===== config.mk =====
export PLATFORM = sky130hd
export DESIGN_NAME = prtd_decoder
export DESIGN_NICKNAME = d
export VERILOG_FILES = /design/src/rtl/prtd_pkg.sv /design/src/rtl/prtd_decoder.sv /design/src/rtl/prtd_char_rom.sv
export VERILOG_INCLUDE_DIRS = /design/src /design/src/rtl
export SDC_FILE = /design/constraint.sdc
export NUM_CORES = 1
export LEC_CHECK = 0
export BUFFER_PORTS_ARGS = -buffer_cell sky130_fd_sc_hd__buf_4
export CAP_MARGIN = 20
export CORE_MARGIN = 3
export CORE_UTILIZATION = 53
export DETAILED_ROUTE_END_ITERATION = 8
export GPL_TIMING_DRIVEN = 0
export PLACE_DENSITY = 0.79
export SLEW_MARGIN = 20
export SYNTH_ARGS = -nofsm -noshare
export SYNTH_HDL_FRONTEND = slang
export SYNTH_SLANG_ARGS = --single-unit

===== constraint.sdc =====
create_clock -name aclk -period 2.3 [get_ports aclk]
set_clock_uncertainty 0.05 [all_clocks]
set_input_delay 0.23 -clock aclk [delete_from_list [all_inputs] [get_ports aclk]]
set_output_delay 0.23 -clock aclk [all_outputs]
set_load 0.02 [all_outputs]

===== src/rtl/prtd_defs.svh =====
// Register offsets, field positions, reset values and timing counts
`ifndef PRTD_DEFS_SVH
`define PRTD_DEFS_SVH
// Register byte offsets
`define PRTD_REG_CTRL     8'h00
`define PRTD_REG_WORD     8'h04
`define PRTD_REG_VECTOR   8'h08
`define PRTD_REG_TIME     8'h0C
`define PRTD_REG_ZONE     8'h10
`define PRTD_REG_CHAR     8'h14
`define PRTD_REG_STATUS   8'h18
`define PRTD_REG_FRAG     8'h1C
// Control fields
`define PRTD_CTRL_ANYPH   0
`define PRTD_CTRL_ALTNUM  1
`define PRTD_CTRL_RATE_LO 2
`define PRTD_CTRL_FRAG    4
`define PRTD_CTRL_RESET   32'h0000_0000
// Info word fields
`define PRTD_TYPE_DATE    3'h1
`define PRTD_TYPE_TIME    3'h2
`define PRTD_TYPE_SYS     3'h5
`define PRTD_SYS_MARK     3'h2
// Vector codes
`define PRTD_VEC_INSTR    3'h1
`define PRTD_VEC_SHORT    3'h2
`define PRTD_VEC_NUM      3'h3
`define PRTD_VEC_NUMSP    3'h4
`define PRTD_VEC_ALPHA    3'h5
`define PRTD_VEC_NUMNS    3'h7
// Fragment hold time
`define PRTD_FRAG_MIN     4
`define PRTD_CLK_HZ       40000000
// Four minutes of clocks overflows 32 bits, so the product is 64-bit
`define PRTD_FRAG_CYC     (64'(`PRTD_FRAG_MIN * 60) * 64'(`PRTD_CLK_HZ))
`endif


===== src/rtl/prtd_pkg.sv =====
// Types shared by the decode block
package prtd_pkg;
  // Supported rate and modulation pairings
  typedef enum logic [1:0] {
    prtd_r1600_2 = 2'b00,
    prtd_r3200_2 = 2'b01,
    prtd_r3200_4 = 2'b10,
    prtd_r6400_4 = 2'b11
  } prtd_rate_e;
  // Bus write phase
  typedef enum logic [1:0] {
    prtd_w_idle = 2'b00,
    prtd_w_resp = 2'b01
  } prtd_wst_e;
endpackage


===== src/rtl/prtd_decoder.sv =====
// Paging message layer decode: vector acceptance, time words, characters
//
// Our own choices: the placing of the registers and register access over AXI4-Lite.
`timescale 1ns/10ps
`default_nettype none
`include "prtd_defs.svh"
module prtd_decoder #(
  parameter longint unsigned FRAG_CYCLES = `PRTD_FRAG_CYC
) (
  // Clock and reset
  input  wire logic        aclk,
  input  wire logic        aresetn,
  // Write address channel
  input  wire logic [7:0]  s_axi_awaddr,
  input  wire logic        s_axi_awvalid,
  output logic             s_axi_awready,
  // Write data channel
  input  wire logic [31:0] s_axi_wdata,
  input  wire logic [3:0]  s_axi_wstrb,
  input  wire logic        s_axi_wvalid,
  output logic             s_axi_wready,
  // Write response
  output logic [1:0]       s_axi_bresp,
  output logic             s_axi_bvalid,
  input  wire logic        s_axi_bready,
  // Read address
  input  wire logic [7:0]  s_axi_araddr,
  input  wire logic        s_axi_arvalid,
  output logic             s_axi_arready,
  // Read data
  output logic [31:0]      s_axi_rdata,
  output logic [1:0]       s_axi_rresp,
  output logic             s_axi_rvalid,
  input  wire logic        s_axi_rready,
  // Frame 0 sync leading edge, from the frame timing logic
  input  wire logic        frame0_sync
);
  // Whole-module state
  typedef struct packed {
    logic              aw_hold;      // Address taken, data pending
    logic              w_hold;       // Data taken, address pending
    logic [7:0]        aw;           // Captured write address
    logic [31:0]       wd;           // Captured write data
    logic [3:0]        ws;           // Captured strobes
    logic              bvalid;
    logic [1:0]        bresp;
    logic              rvalid;
    logic [31:0]       rdata;
    logic [1:0]        rresp;
    logic              awrdy;        // Registered ready outputs
    logic              wrdy;
    logic              arrdy;
    logic              any_phase;    // Addressing scheme select
    logic              alt_num;      // Alternate numeric set
    prtd_pkg::prtd_rate_e rate;      // Current frame rate
    logic [16:0]       word;         // {type, payload} last written
    logic [4:0]        vec;          // {vector, subtype} last written
    logic              vec_ok;       // Vector accepted
    logic [2:0]        pend_coarse;  // Time word awaiting sync
    logic [5:0]        pend_min;
    logic [4:0]        pend_hour;
    logic              pend_valid;
    logic [2:0]        coarse;       // Committed local time
    logic [5:0]        minute;
    logic [4:0]        hour;
    logic              time_valid;
    logic [2:0]        fine;         // Fine seconds
    logic              dst;          // Daylight-saving flag
    logic [4:0]        zone;         // Zone code
    logic              zone_ok;      // System word marker matched
    logic [3:0]        num_code;     // Numeric code written
    logic [6:0]        alpha_code;   // Alpha code written
    logic              frag_live;    // Reassembly alive
    logic [33:0]       frag_cnt;     // Cycles since last fragment
  } prtd_state_s;

  prtd_state_s st;
  prtd_state_s next_st;

  logic       sync_q1;  // Synchroniser first stage
  logic       sync_q2;  // Synchroniser second stage
  logic       sync_q3;  // Edge detector history
  logic [7:0] glyph;
  logic       is_ctrl;

  // Vector acceptance under current capabilities
  function automatic logic vec_accept(input logic [4:0] v,
                                      input logic any_ph);
    logic [2:0] code;
    code = v[4:2];
    if (code == `PRTD_VEC_ALPHA || code == `PRTD_VEC_NUM ||
        code == `PRTD_VEC_NUMSP || code == `PRTD_VEC_NUMNS)
      return 1'b1;
    else if (code == `PRTD_VEC_SHORT)
      return v[1:0] == 2'b00;
    else if (code == `PRTD_VEC_INSTR)
      return any_ph && (v[1:0] == 2'b00);
    else
      return 1'b0;
  endfunction

  // Numeric code to ASCII, standard or alternate set
  function automatic logic [7:0] num_char(input logic [3:0] c,
                                          input logic alt);
    logic [7:0] r;
    r = 8'h3F;
    if (c <= 4'h9) r = 8'h30 + {4'h0, c};
    else if (c == 4'hC) r = 8'h20;
    else if (alt) begin
      if (c == 4'hA) r = 8'h41;
      else if (c == 4'hB) r = 8'h42;
      else r = 8'h43 + {4'h0, c - 4'hD};
    end else begin
      if (c == 4'hA) r = 8'h3F;            // Spare
      else if (c == 4'hB) r = 8'h55;
      else if (c == 4'hD) r = 8'h2D;
      else if (c == 4'hE) r = 8'h5D;
      else r = 8'h5B;
    end
    return r;
  endfunction

  // Zone code to signed quarter-hour offset; reserved code gives 8'h80
  function automatic logic [7:0] zone_qh(input logic [4:0] z);
    logic [7:0] q;
    q = 8'h00;
    if (z <= 5'h0C) q = {1'b0, z, 2'b00};
    else if (z == 5'h0D) q = 8'h0E;
    else if (z == 5'h0E) q = 8'h12;
    else if (z == 5'h0F) q = 8'h16;
    else if (z == 5'h10) q = 8'h80;              // Reserved
    else if (z == 5'h11) q = 8'h17;
    else if (z == 5'h12) q = 8'h1A;
    else if (z == 5'h13) q = 8'h26;
    else if (z == 5'h14) q = 8'hF2;              // -0330
    else q = 8'h00 - {1'b0, 5'h1F - z + 5'h01, 2'b00};
    return q;
  endfunction

  // Registered attribute lookup for alphanumeric codes
  prtd_char_rom u_rom (
    .aclk    (aclk),
    .code    (st.alpha_code),
    .glyph   (glyph),
    .is_ctrl (is_ctrl)
  );

  // Two-stage synchroniser for the frame 0 sync edge
  always_ff @(posedge aclk) begin
    if (!aresetn) begin
      sync_q1 <= 1'b0;
      sync_q2 <= 1'b0;
      sync_q3 <= 1'b0;
    end else begin
      sync_q1 <= frame0_sync;
      sync_q2 <= sync_q1;
      sync_q3 <= sync_q2;
    end
  end

  // Next-state logic
  always_comb begin
    logic        wr_go;
    logic [7:0]  ra;
    logic [31:0] rd;
    logic        hit;
    next_st = st;
    wr_go   = 1'b0;
    ra      = s_axi_araddr;
    rd      = 32'h0000_0000;
    hit     = 1'b1;
    // Capture address and data in either order
    if (s_axi_awvalid && st.awrdy) begin
      next_st.aw_hold = 1'b1;
      next_st.aw      = s_axi_awaddr;
    end
    if (s_axi_wvalid && st.wrdy) begin
      next_st.w_hold = 1'b1;
      next_st.wd     = s_axi_wdata;
      next_st.ws     = s_axi_wstrb;
    end
    if (st.aw_hold && st.w_hold) begin
      wr_go          = 1'b1;
      next_st.aw_hold = 1'b0;
      next_st.w_hold  = 1'b0;
      next_st.bvalid  = 1'b1;
      next_st.bresp   = 2'b00;
    end
    if (st.bvalid && s_axi_bready) next_st.bvalid = 1'b0;
    // Commit before the writes, so a word written now stays pending
    if (sync_q2 && !sync_q3 && st.pend_valid) begin
      next_st.coarse     = st.pend_coarse;
      next_st.minute     = st.pend_min;
      next_st.hour       = st.pend_hour;
      next_st.time_valid = 1'b1;
      next_st.pend_valid = 1'b0;
    end
    // Fragment hold timer; a fresh fragment below wins over expiry
    if (st.frag_live) begin
      if (st.frag_cnt >= 34'(FRAG_CYCLES - 64'h1))
        next_st.frag_live = 1'b0;
      else
        next_st.frag_cnt = st.frag_cnt + 34'h1;
    end
    // Register writes
    if (wr_go) begin
      if (st.aw == `PRTD_REG_CTRL) begin
        if (st.ws[0]) begin
          next_st.any_phase = st.wd[`PRTD_CTRL_ANYPH];
          next_st.alt_num   = st.wd[`PRTD_CTRL_ALTNUM];
          next_st.rate = prtd_pkg::prtd_rate_e'(
            st.wd[`PRTD_CTRL_RATE_LO +: 2]);
          if (st.wd[`PRTD_CTRL_FRAG]) begin
            next_st.frag_live = 1'b1;
            next_st.frag_cnt  = 34'h0;
          end
        end
      end else if (st.aw == `PRTD_REG_WORD) begin
        // Type sits above the 14 payload bits, so the two never overlap
        next_st.word = st.wd[16:0];
        if (st.wd[16:14] == `PRTD_TYPE_TIME) begin
          next_st.pend_coarse = st.wd[13:11];
          next_st.pend_min    = st.wd[10:5];
          next_st.pend_hour   = st.wd[4:0];
          next_st.pend_valid  = 1'b1;
        end else if (st.wd[16:14] == `PRTD_TYPE_SYS) begin
          if (st.wd[3:1] == `PRTD_SYS_MARK) begin
            next_st.fine    = st.wd[13:11];
            next_st.dst     = st.wd[9];
            next_st.zone    = st.wd[8:4];
            next_st.zone_ok = 1'b1;
          end else begin
            next_st.zone_ok = 1'b0;
          end
        end
      end else if (st.aw == `PRTD_REG_VECTOR) begin
        next_st.vec    = st.wd[4:0];
      end else if (st.aw == `PRTD_REG_CHAR) begin
        next_st.num_code   = st.wd[3:0];
        next_st.alpha_code = st.wd[14:8];
      end
    end
    // Read channel
    if (s_axi_arvalid && st.arrdy) begin
      if (ra == `PRTD_REG_CTRL)
        rd = {26'h0, st.frag_live, 1'b0, st.rate, st.alt_num,
              st.any_phase};
      else if (ra == `PRTD_REG_WORD) rd = {15'h0, st.word};
      else if (ra == `PRTD_REG_VECTOR)
        rd = {26'h0, st.vec_ok, st.vec};
      else if (ra == `PRTD_REG_TIME)
        // Seconds in sixty-fourths: coarse*8 + fine
        rd = {7'h0, st.time_valid, 2'h0, {st.coarse, st.fine},
              2'h0, st.minute, 3'h0, st.hour};
      else if (ra == `PRTD_REG_ZONE)
        rd = {16'h0, zone_qh(st.zone), st.zone_ok, st.dst, 1'b0,
              st.zone};
      else if (ra == `PRTD_REG_CHAR)
        rd = {15'h0, is_ctrl, glyph,
              num_char(st.num_code, st.alt_num)};
      else if (ra == `PRTD_REG_STATUS)
        rd = {30'h0, st.pend_valid, st.time_valid};
      else if (ra == `PRTD_REG_FRAG) rd = st.frag_cnt[31:0];
      else hit = 1'b0;
      next_st.rvalid = 1'b1;
      next_st.rdata  = rd;
      next_st.rresp  = hit ? 2'b00 : 2'b10;
    end
    if (st.rvalid && s_axi_rready) next_st.rvalid = 1'b0;
    // Acceptance follows the current addressing scheme
    next_st.vec_ok = vec_accept(next_st.vec, next_st.any_phase);
    // Readys from flops, matching the state that they guard
    next_st.awrdy = !next_st.aw_hold && !next_st.bvalid;
    next_st.wrdy  = !next_st.w_hold && !next_st.bvalid;
    next_st.arrdy = !next_st.rvalid;
  end

  // State register
  always_ff @(posedge aclk) begin
    if (!aresetn) begin
      st <= '0;
    end else begin
      st <= next_st;
    end
  end

  // Bus outputs straight from flops
  assign s_axi_awready = st.awrdy;
  assign s_axi_wready  = st.wrdy;
  assign s_axi_arready = st.arrdy;
  assign s_axi_bvalid  = st.bvalid;
  assign s_axi_bresp   = st.bresp;
  assign s_axi_rvalid  = st.rvalid;
  assign s_axi_rdata   = st.rdata;
  assign s_axi_rresp   = st.rresp;
endmodule
`default_nettype wire


===== src/rtl/prtd_char_rom.sv =====
// Registered 7-bit character attribute table
`timescale 1ns/10ps
`default_nettype none
module prtd_char_rom (
  // Clock
  input  wire logic       aclk,
  // Lookup
  input  wire logic [6:0] code,
  output logic      [7:0] glyph,
  output logic            is_ctrl
);
  // Registered read; control codes keep their code but take no space
  always_ff @(posedge aclk) begin
    glyph   <= {1'b0, code};
    is_ctrl <= (code[6:5] == 2'b00) || (code == 7'h7F);
  end
endmodule
`default_nettype wire


Yosys cells after proc, flatten, opt, wreduce, memory -nomap -nowiden
Index checks and enable logic that the tools add are counted.

word-level totals
  output and inout bits = 41
  bits in writable memories = 0
  bits in read-only memories = 0
  word-level logic and storage cells = 183
  memories = 0
  bits in registers = 191
  latch bits = 0

operators by class
  add/sub/neg operators = 7
  bitwise gates (word level) = 4
  reductions and logical operators = 30
  shifts and indexed selects = 0
  multiply operators = 0
  div/mod/pow operators = 0
  mux-type cells = 67
  eq/ne operators = 33
  $lt $le $gt $ge = 3

operators with widths
  operator                                                          count
  32-bit 2-to-1 mux                                                 8
  35-bit 2-to-1 mux                                                 6
  8-bit 2-to-1 mux                                                  14
  8-bit by 5-bit == test with 1-bit output (second input constant)  5
  34-bit by 1-bit adder with 34-bit output (second input constant)  1
  34-bit greater-or-equal comparator (second input constant)        1
  34-bit 2-to-1 mux                                                 1
  26-bit 2-to-1 mux                                                 1
  5-bit == test (second input constant)                             5
  8-bit by 4-bit == test with 1-bit output (second input constant)  3
  1-bit 2-to-1 mux                                                  23
  22-bit 2-to-1 mux                                                 1
  7-bit 2-to-1 mux                                                  3
  4-bit == test (second input constant)                             5
  17-bit 2-to-1 mux                                                 1
  8-bit by 3-bit == test with 1-bit output (second input constant)  2
  8-bit logical NOT                                                 2
  16-bit 2-to-1 mux                                                 1
  5-bit by 4-bit == test with 1-bit output (second input constant)  3
  3-bit by 2-bit == test with 1-bit output (second input constant)  4
  3-bit == test (second input constant)                             4
  1-bit logical AND                                                 11
  5-bit 2-to-1 mux                                                  2
  5-bit AND reduction                                               2
  other kinds (20)                                                  35

Depth between registers and ports, before layout
  depth after elaboration = 20
  mapped depth = 12
  mapped depth without buffers = 10

Modules after synthesis
A second synthesis with hierarchy kept.

second synthesis, totals
  cells, all modules = 1179
  area total of the unflattened synthesis = 9257.6 um^2

modules (own cells, without submodules)
  module         area an instance (um^2)  times used  cells an instance  seq. area each (um^2)
  prtd_decoder   9068.7                   1           1166               3643.5
  prtd_char_rom  188.9                    1           13                 160.2

Worst setup path after synthesis
OpenSTA, ideal clock, no wires.

  kind = register to register
  start point = register st[47] (netlist name)
  end point = register st (netlist bit s_axi_rdata[14])
  cell stages (with the launch flop) = 12
  path buffers = 2
  data arrival time = 2337 ps
  path slack = -214 ps
  setup time = 128 ps
  data required time = 2122 ps
  path through = dfxtp_1 -> clkbuf_1 -> inv_1 -> ha_1 -> clkbuf_1 -> nor3b_1 -> ha_1 -> nand2_1 -> mux2_2 -> a211o_1 -> o2111ai_1 -> a21oi_1

between the ends
  longest elaborated chain between the ends = 17
  elaborated cells on any way between the ends = 26
  classes of those cells = 3 x add/sub; 1 x order compare; 8 x eq/ne; 14 x mux

ends and longest elaborated chain
  element                                      line                 text
  start: declaration                           prtd_decoder.sv:77   prtd_state_s st;
  start signal: assignment                     prtd_decoder.sv:283  st <= next_st;
  5-bit subtractor                             prtd_decoder.sv:136  else q = 8'h00 - {1'b0, 5'h1F - z + 5'h01, 2'b00};
  5-bit by 1-bit adder with 5-bit output       prtd_decoder.sv:136
  1-bit by 7-bit subtractor with 8-bit output  prtd_decoder.sv:136
  8-bit 2-to-1 mux                             prtd_decoder.sv:135  else if (z == 5'h14) q = 8'hF2;
  8-bit 2-to-1 mux                             prtd_decoder.sv:134  else if (z == 5'h13) q = 8'h26;
  8-bit 2-to-1 mux                             prtd_decoder.sv:133  else if (z == 5'h12) q = 8'h1A;
  8-bit 2-to-1 mux                             prtd_decoder.sv:132  else if (z == 5'h11) q = 8'h17;
  8-bit 2-to-1 mux                             prtd_decoder.sv:131  else if (z == 5'h10) q = 8'h80;
  8-bit 2-to-1 mux                             prtd_decoder.sv:130  else if (z == 5'h0F) q = 8'h16;
  8-bit 2-to-1 mux                             prtd_decoder.sv:129  else if (z == 5'h0E) q = 8'h12;
  8-bit 2-to-1 mux                             prtd_decoder.sv:128  else if (z == 5'h0D) q = 8'h0E;
  8-bit 2-to-1 mux (*)                         prtd_decoder.sv:127  if (z <= 5'h0C) q = {1'b0, z, 2'b00};
  32-bit 2-to-1 mux (*)                        prtd_decoder.sv:255  else if (ra == `PRTD_REG_ZONE)
  32-bit 2-to-1 mux (*)                        prtd_decoder.sv:251  else if (ra == `PRTD_REG_TIME)
  32-bit 2-to-1 mux (*)                        prtd_decoder.sv:249  else if (ra == `PRTD_REG_VECTOR)
  32-bit 2-to-1 mux (*)                        prtd_decoder.sv:248  else if (ra == `PRTD_REG_WORD) rd = {15'h0, st.word};
  32-bit 2-to-1 mux (*)                        prtd_decoder.sv:245  if (ra == `PRTD_REG_CTRL)

Every way passes the cells marked *; elsewhere a longest branch is shown, timed or not.
A chain may end at the register's enable or synchronous reset.

Final worst setup path
  start point = register st[1] (netlist name)
  end point = register st[14] (netlist name)

between the ends
  longest elaborated chain between the ends = 7
  elaborated cells on any way between the ends = 8
  classes of those cells = 1 x add/sub; 1 x order compare; 6 x mux

ends and longest elaborated chain
  element                                                                                         line                                      text
  34-bit by 1-bit adder with 34-bit output or 34-bit greater-or-equal comparator (tied branches)  prtd_decoder.sv:203, prtd_decoder.sv:200
  34-bit 2-to-1 mux (*)                                                                           prtd_decoder.sv:200                       if (st.frag_cnt >= 34'(FRAG_CYCLES - 64'h1))
  35-bit 2-to-1 mux (*)                                                                           prtd_decoder.sv:199                       if (st.frag_live) begin
  35-bit 2-to-1 mux                                                                               prtd_decoder.sv:213                       if (st.wd[`PRTD_CTRL_FRAG]) begin
  35-bit 2-to-1 mux                                                                               prtd_decoder.sv:208                       if (st.ws[0]) begin
  35-bit 2-to-1 mux                                                                               prtd_decoder.sv:207                       if (st.aw == `PRTD_REG_CTRL) begin
  35-bit 2-to-1 mux (*)                                                                           prtd_decoder.sv:206                       if (wr_go) begin

Marked as above.

==> qor.yml <==
period_minus_slack_ns: 2.304
clock_path_buffers: 2
min_path_type: "input pin to register"
layout_common_cells: "nand2_1, dfxtp_1, buf_4, nor2_1, a21oi_1"
grt_start_max_net_pins: 18
drt_first_pass_iters: 6
port_buffers: 76
yosysWarningCount: 0
synth-compound-area-share: 0.1857
slowest_delay_ns: 0.45
grt_pass1_vias: 8152
setup_viol: 1
core_area_mm2: 0.01682
grt_util_all_layers: 0.3042
status: "finished with violations"
ant_nets: 0
path_buf_inv: 0
startpoint_type: "register"
dp_hpwl_mm: 20.59
cts_inserted_buffers: 17
yosys.area.top_type: "dfxtp_1"
wl_per_cell_um: 19.54
fillers: 1339
hold_ws_ns: 0.002541
routed_wl_mm: 29.43
gp_congestion: 1.012
vias_per_cell: 5.991
slew_headroom: 0.4156
slew_violations: 0
path_delay_family: "compound AO/OA/AOI/OAI gates"
die_area_mm2: 0.01903
async_flop_share: 0
netlist.area_leader.share: 0.4121
synth.area.mux_share: 0.07104
setup_ws_ns: -0.003684
crit_required_ns: 2.62
vias: 9022
grt-ovfl-total: 0
start_util: 0.5487
drcViolationCount: 0
fin_nets: 1346
area_growth_syn_to_layout_pct: 24.88
worst_pin_slew_ns: 0.8699
p_leak_uw: 0.004424
p_per_area_mw_per_mm2: 595.2
synth_fa_ha_area_frac: 0.01762
synthTopCellsByArea: "dfxtp_1, nand2_1, mux2i_1"
worstPathArrival_ns: 2.62
synth_edf_count: 0
cts.sinks: 190
antenna_found_initial: 0
cap_violations: 0
design_area_mm2: 0.01152
dr.first_iter.drc_count: 987
worstSetupPathType: "register to register"
root_buffer: "clkbuf_16"
hold_viol: 0
peakVddDrop_v: 0.0005612
cp-end-kind: "register"
io_pins: 101
num_rows: 47
rsz0062_at_grt: "yes"
worst-path-max-fanout: 5
synth_top_family_by_area: "simple AND/OR/NAND/NOR gates"
path_clk_slew_ns: 0.07
cpMaxStageDelayCell: "or3_1"
max_freq_mhz: 434.1
synth_cell_type_count: 80
place_area_mm2: 0.01010
fp.dieH_um: 138.0
period_share: 1.002
worstPathCellList: "ha_4 -> and3_4 -> and4_4 -> a211oi_2 -> o21ai_0 -> or3_1 -> a21oi_1"
synth_ff_type: "dfxtp_1"
syn_inst: 1125
final_common_cell: "nand2_1"
drive_gt1_frac: 0.2255
syn_avg_cell_area_um2: 8.203
htreeDepth: 4
die_width_um: 138.0
synth-seq-cells: 190
synth_seq_area_share: 0.4121
clk_latency_ns: 0.44
n_antenna_cell: 0
netlist_area_mm2: 0.009229
cts_tree: "done"
grt_pass1_wl_mm: 44.64
synth-simple-area-share: 0.2278
violations: "negative setup slack"
synth-xor-area-share: 0.01613
## worst paths after layout
check	endpoint	slack, ns	depth (start not counted)	start
max	st[14]	-0.004	7	st[1]
min reg2reg	u_rom.glyph[0]	0.32	0	st[35]
min	st[196]	0.003	3	s_axi_awaddr[6]
max reg2reg	st[14]	-0.004	7	st[1]
## area by class of cell
type,count,area [um2],share of cell area
Timing Repair Buffer,132,1076,0.09337
Buffer,99,603.1,0.05233
Clock buffer,19,452.9,0.03930
Sequential cell,190,3851,0.3342
Tap cell,220,275.3,0.02388
Clock inverter,13,126.4,0.01097
Multi-Input combinational cell,812,5061,0.4391
Inverter,21,78.83,0.006840
## sequential cells by signal, summed over array words and instances (netlist names)
| name | count |
|---|---|
| sync_q3 | 1 |
| sync_q1 | 1 |
| s_axi_wready | 1 |
| u_rom.is_ctrl | 1 |
| s_axi_rvalid | 1 |
| s_axi_bvalid | 1 |
| s_axi_rdata | 32 |
| s_axi_awready | 1 |
| s_axi_arready | 1 |
| sync_q2 | 1 |
| s_axi_rresp | 1 |
| u_rom.glyph | 7 |
| st | 141 |
## kinds of logic after synthesis
kind of cell	after synthesis
AOI/OAI and AO/OA	270
other	1
muxes	62
and+or+nand+nor	447
DFF	190
buffers and inverters	125
adders and majority gates	13
xor gates and xnor gates	17
## where the power goes
part / internal, uW / switching [uW]
sequential: 3330 / 61.0
combinational: 223 / 320
clock: 1570 / 1350
## layer usage
layer,global-route usage,up-vias,routed length [um]
li1,-,4243,-
met1,0.4019,4239,12240
met2,0.4897,454,13660
met3,0.05914,86,2427
met4,0.1246,0,1107
met5,0,-,0
## Yosys cell counts, types with 4 or more instances
| cell | number |
|---|---|
| buf_2 | 6 |
| or2_2 | 7 |
| nor3_1 | 17 |
| xnor2_1 | 5 |
| a221oi_1 | 7 |
| and3_1 | 5 |
| nand2b_1 | 5 |
| nand3b_1 | 4 |
| inv_1 | 19 |
| o21ai_0 | 51 |
| nor4_1 | 4 |
| o32ai_1 | 4 |
| buf_1 | 4 |
| nand3_1 | 18 |
| nand4_1 | 4 |
| buf_4 | 37 |
| dfxtp_1 | 190 |
| nor2_1 | 126 |
| a211oi_1 | 9 |
| or3_1 | 15 |
| mux2_2 | 4 |
| a211o_1 | 5 |
| nand2_1 | 182 |
| clkbuf_1 | 54 |
| nor2b_1 | 10 |
| a22oi_1 | 11 |
| nor3b_1 | 4 |
| a21oi_1 | 104 |
| and2_1 | 16 |
| mux2i_1 | 55 |
| or4_1 | 11 |
| a222oi_1 | 9 |
| o211ai_1 | 14 |
| o22ai_1 | 10 |
| xor2_1 | 12 |
| ha_1 | 13 |
| o41ai_1 | 4 |
## tightest hold or removal path, stage by stage
cell and delay, ns:
buf_4 0.11, nand2_1 0.05, a21oi_1 0.05
## what timing repair did
action,in CTS,in global routing
endpoints found under the hold margin,25,0
gates resized for setup,64,67
pin swaps,15,21
hold buffers,25,0
cloned,1,1
endpoints found under the setup margin,76,77
setup buffers,15,14
## per-stage QoR
stage,power (uW),std cells,setup WS [ns],util,setup TNS [ns]
2_1_floorplan,3727,1127,0.03204,-,0
6_report,6860,1506,-0.003684,0.6852,-0.003684
3_3_place_gp,3922,1423,-0.4991,0.6003,-19.33
4_1_cts,6815,1494,-0.02184,0.6681,-0.03736
5_1_grt,7027,1506,-0.08431,0.6852,-0.9517
3_5_place_dp,3927,1423,-0.5075,0.6003,-21.04
No activity file was read; power rests on OpenSTA's default activity.
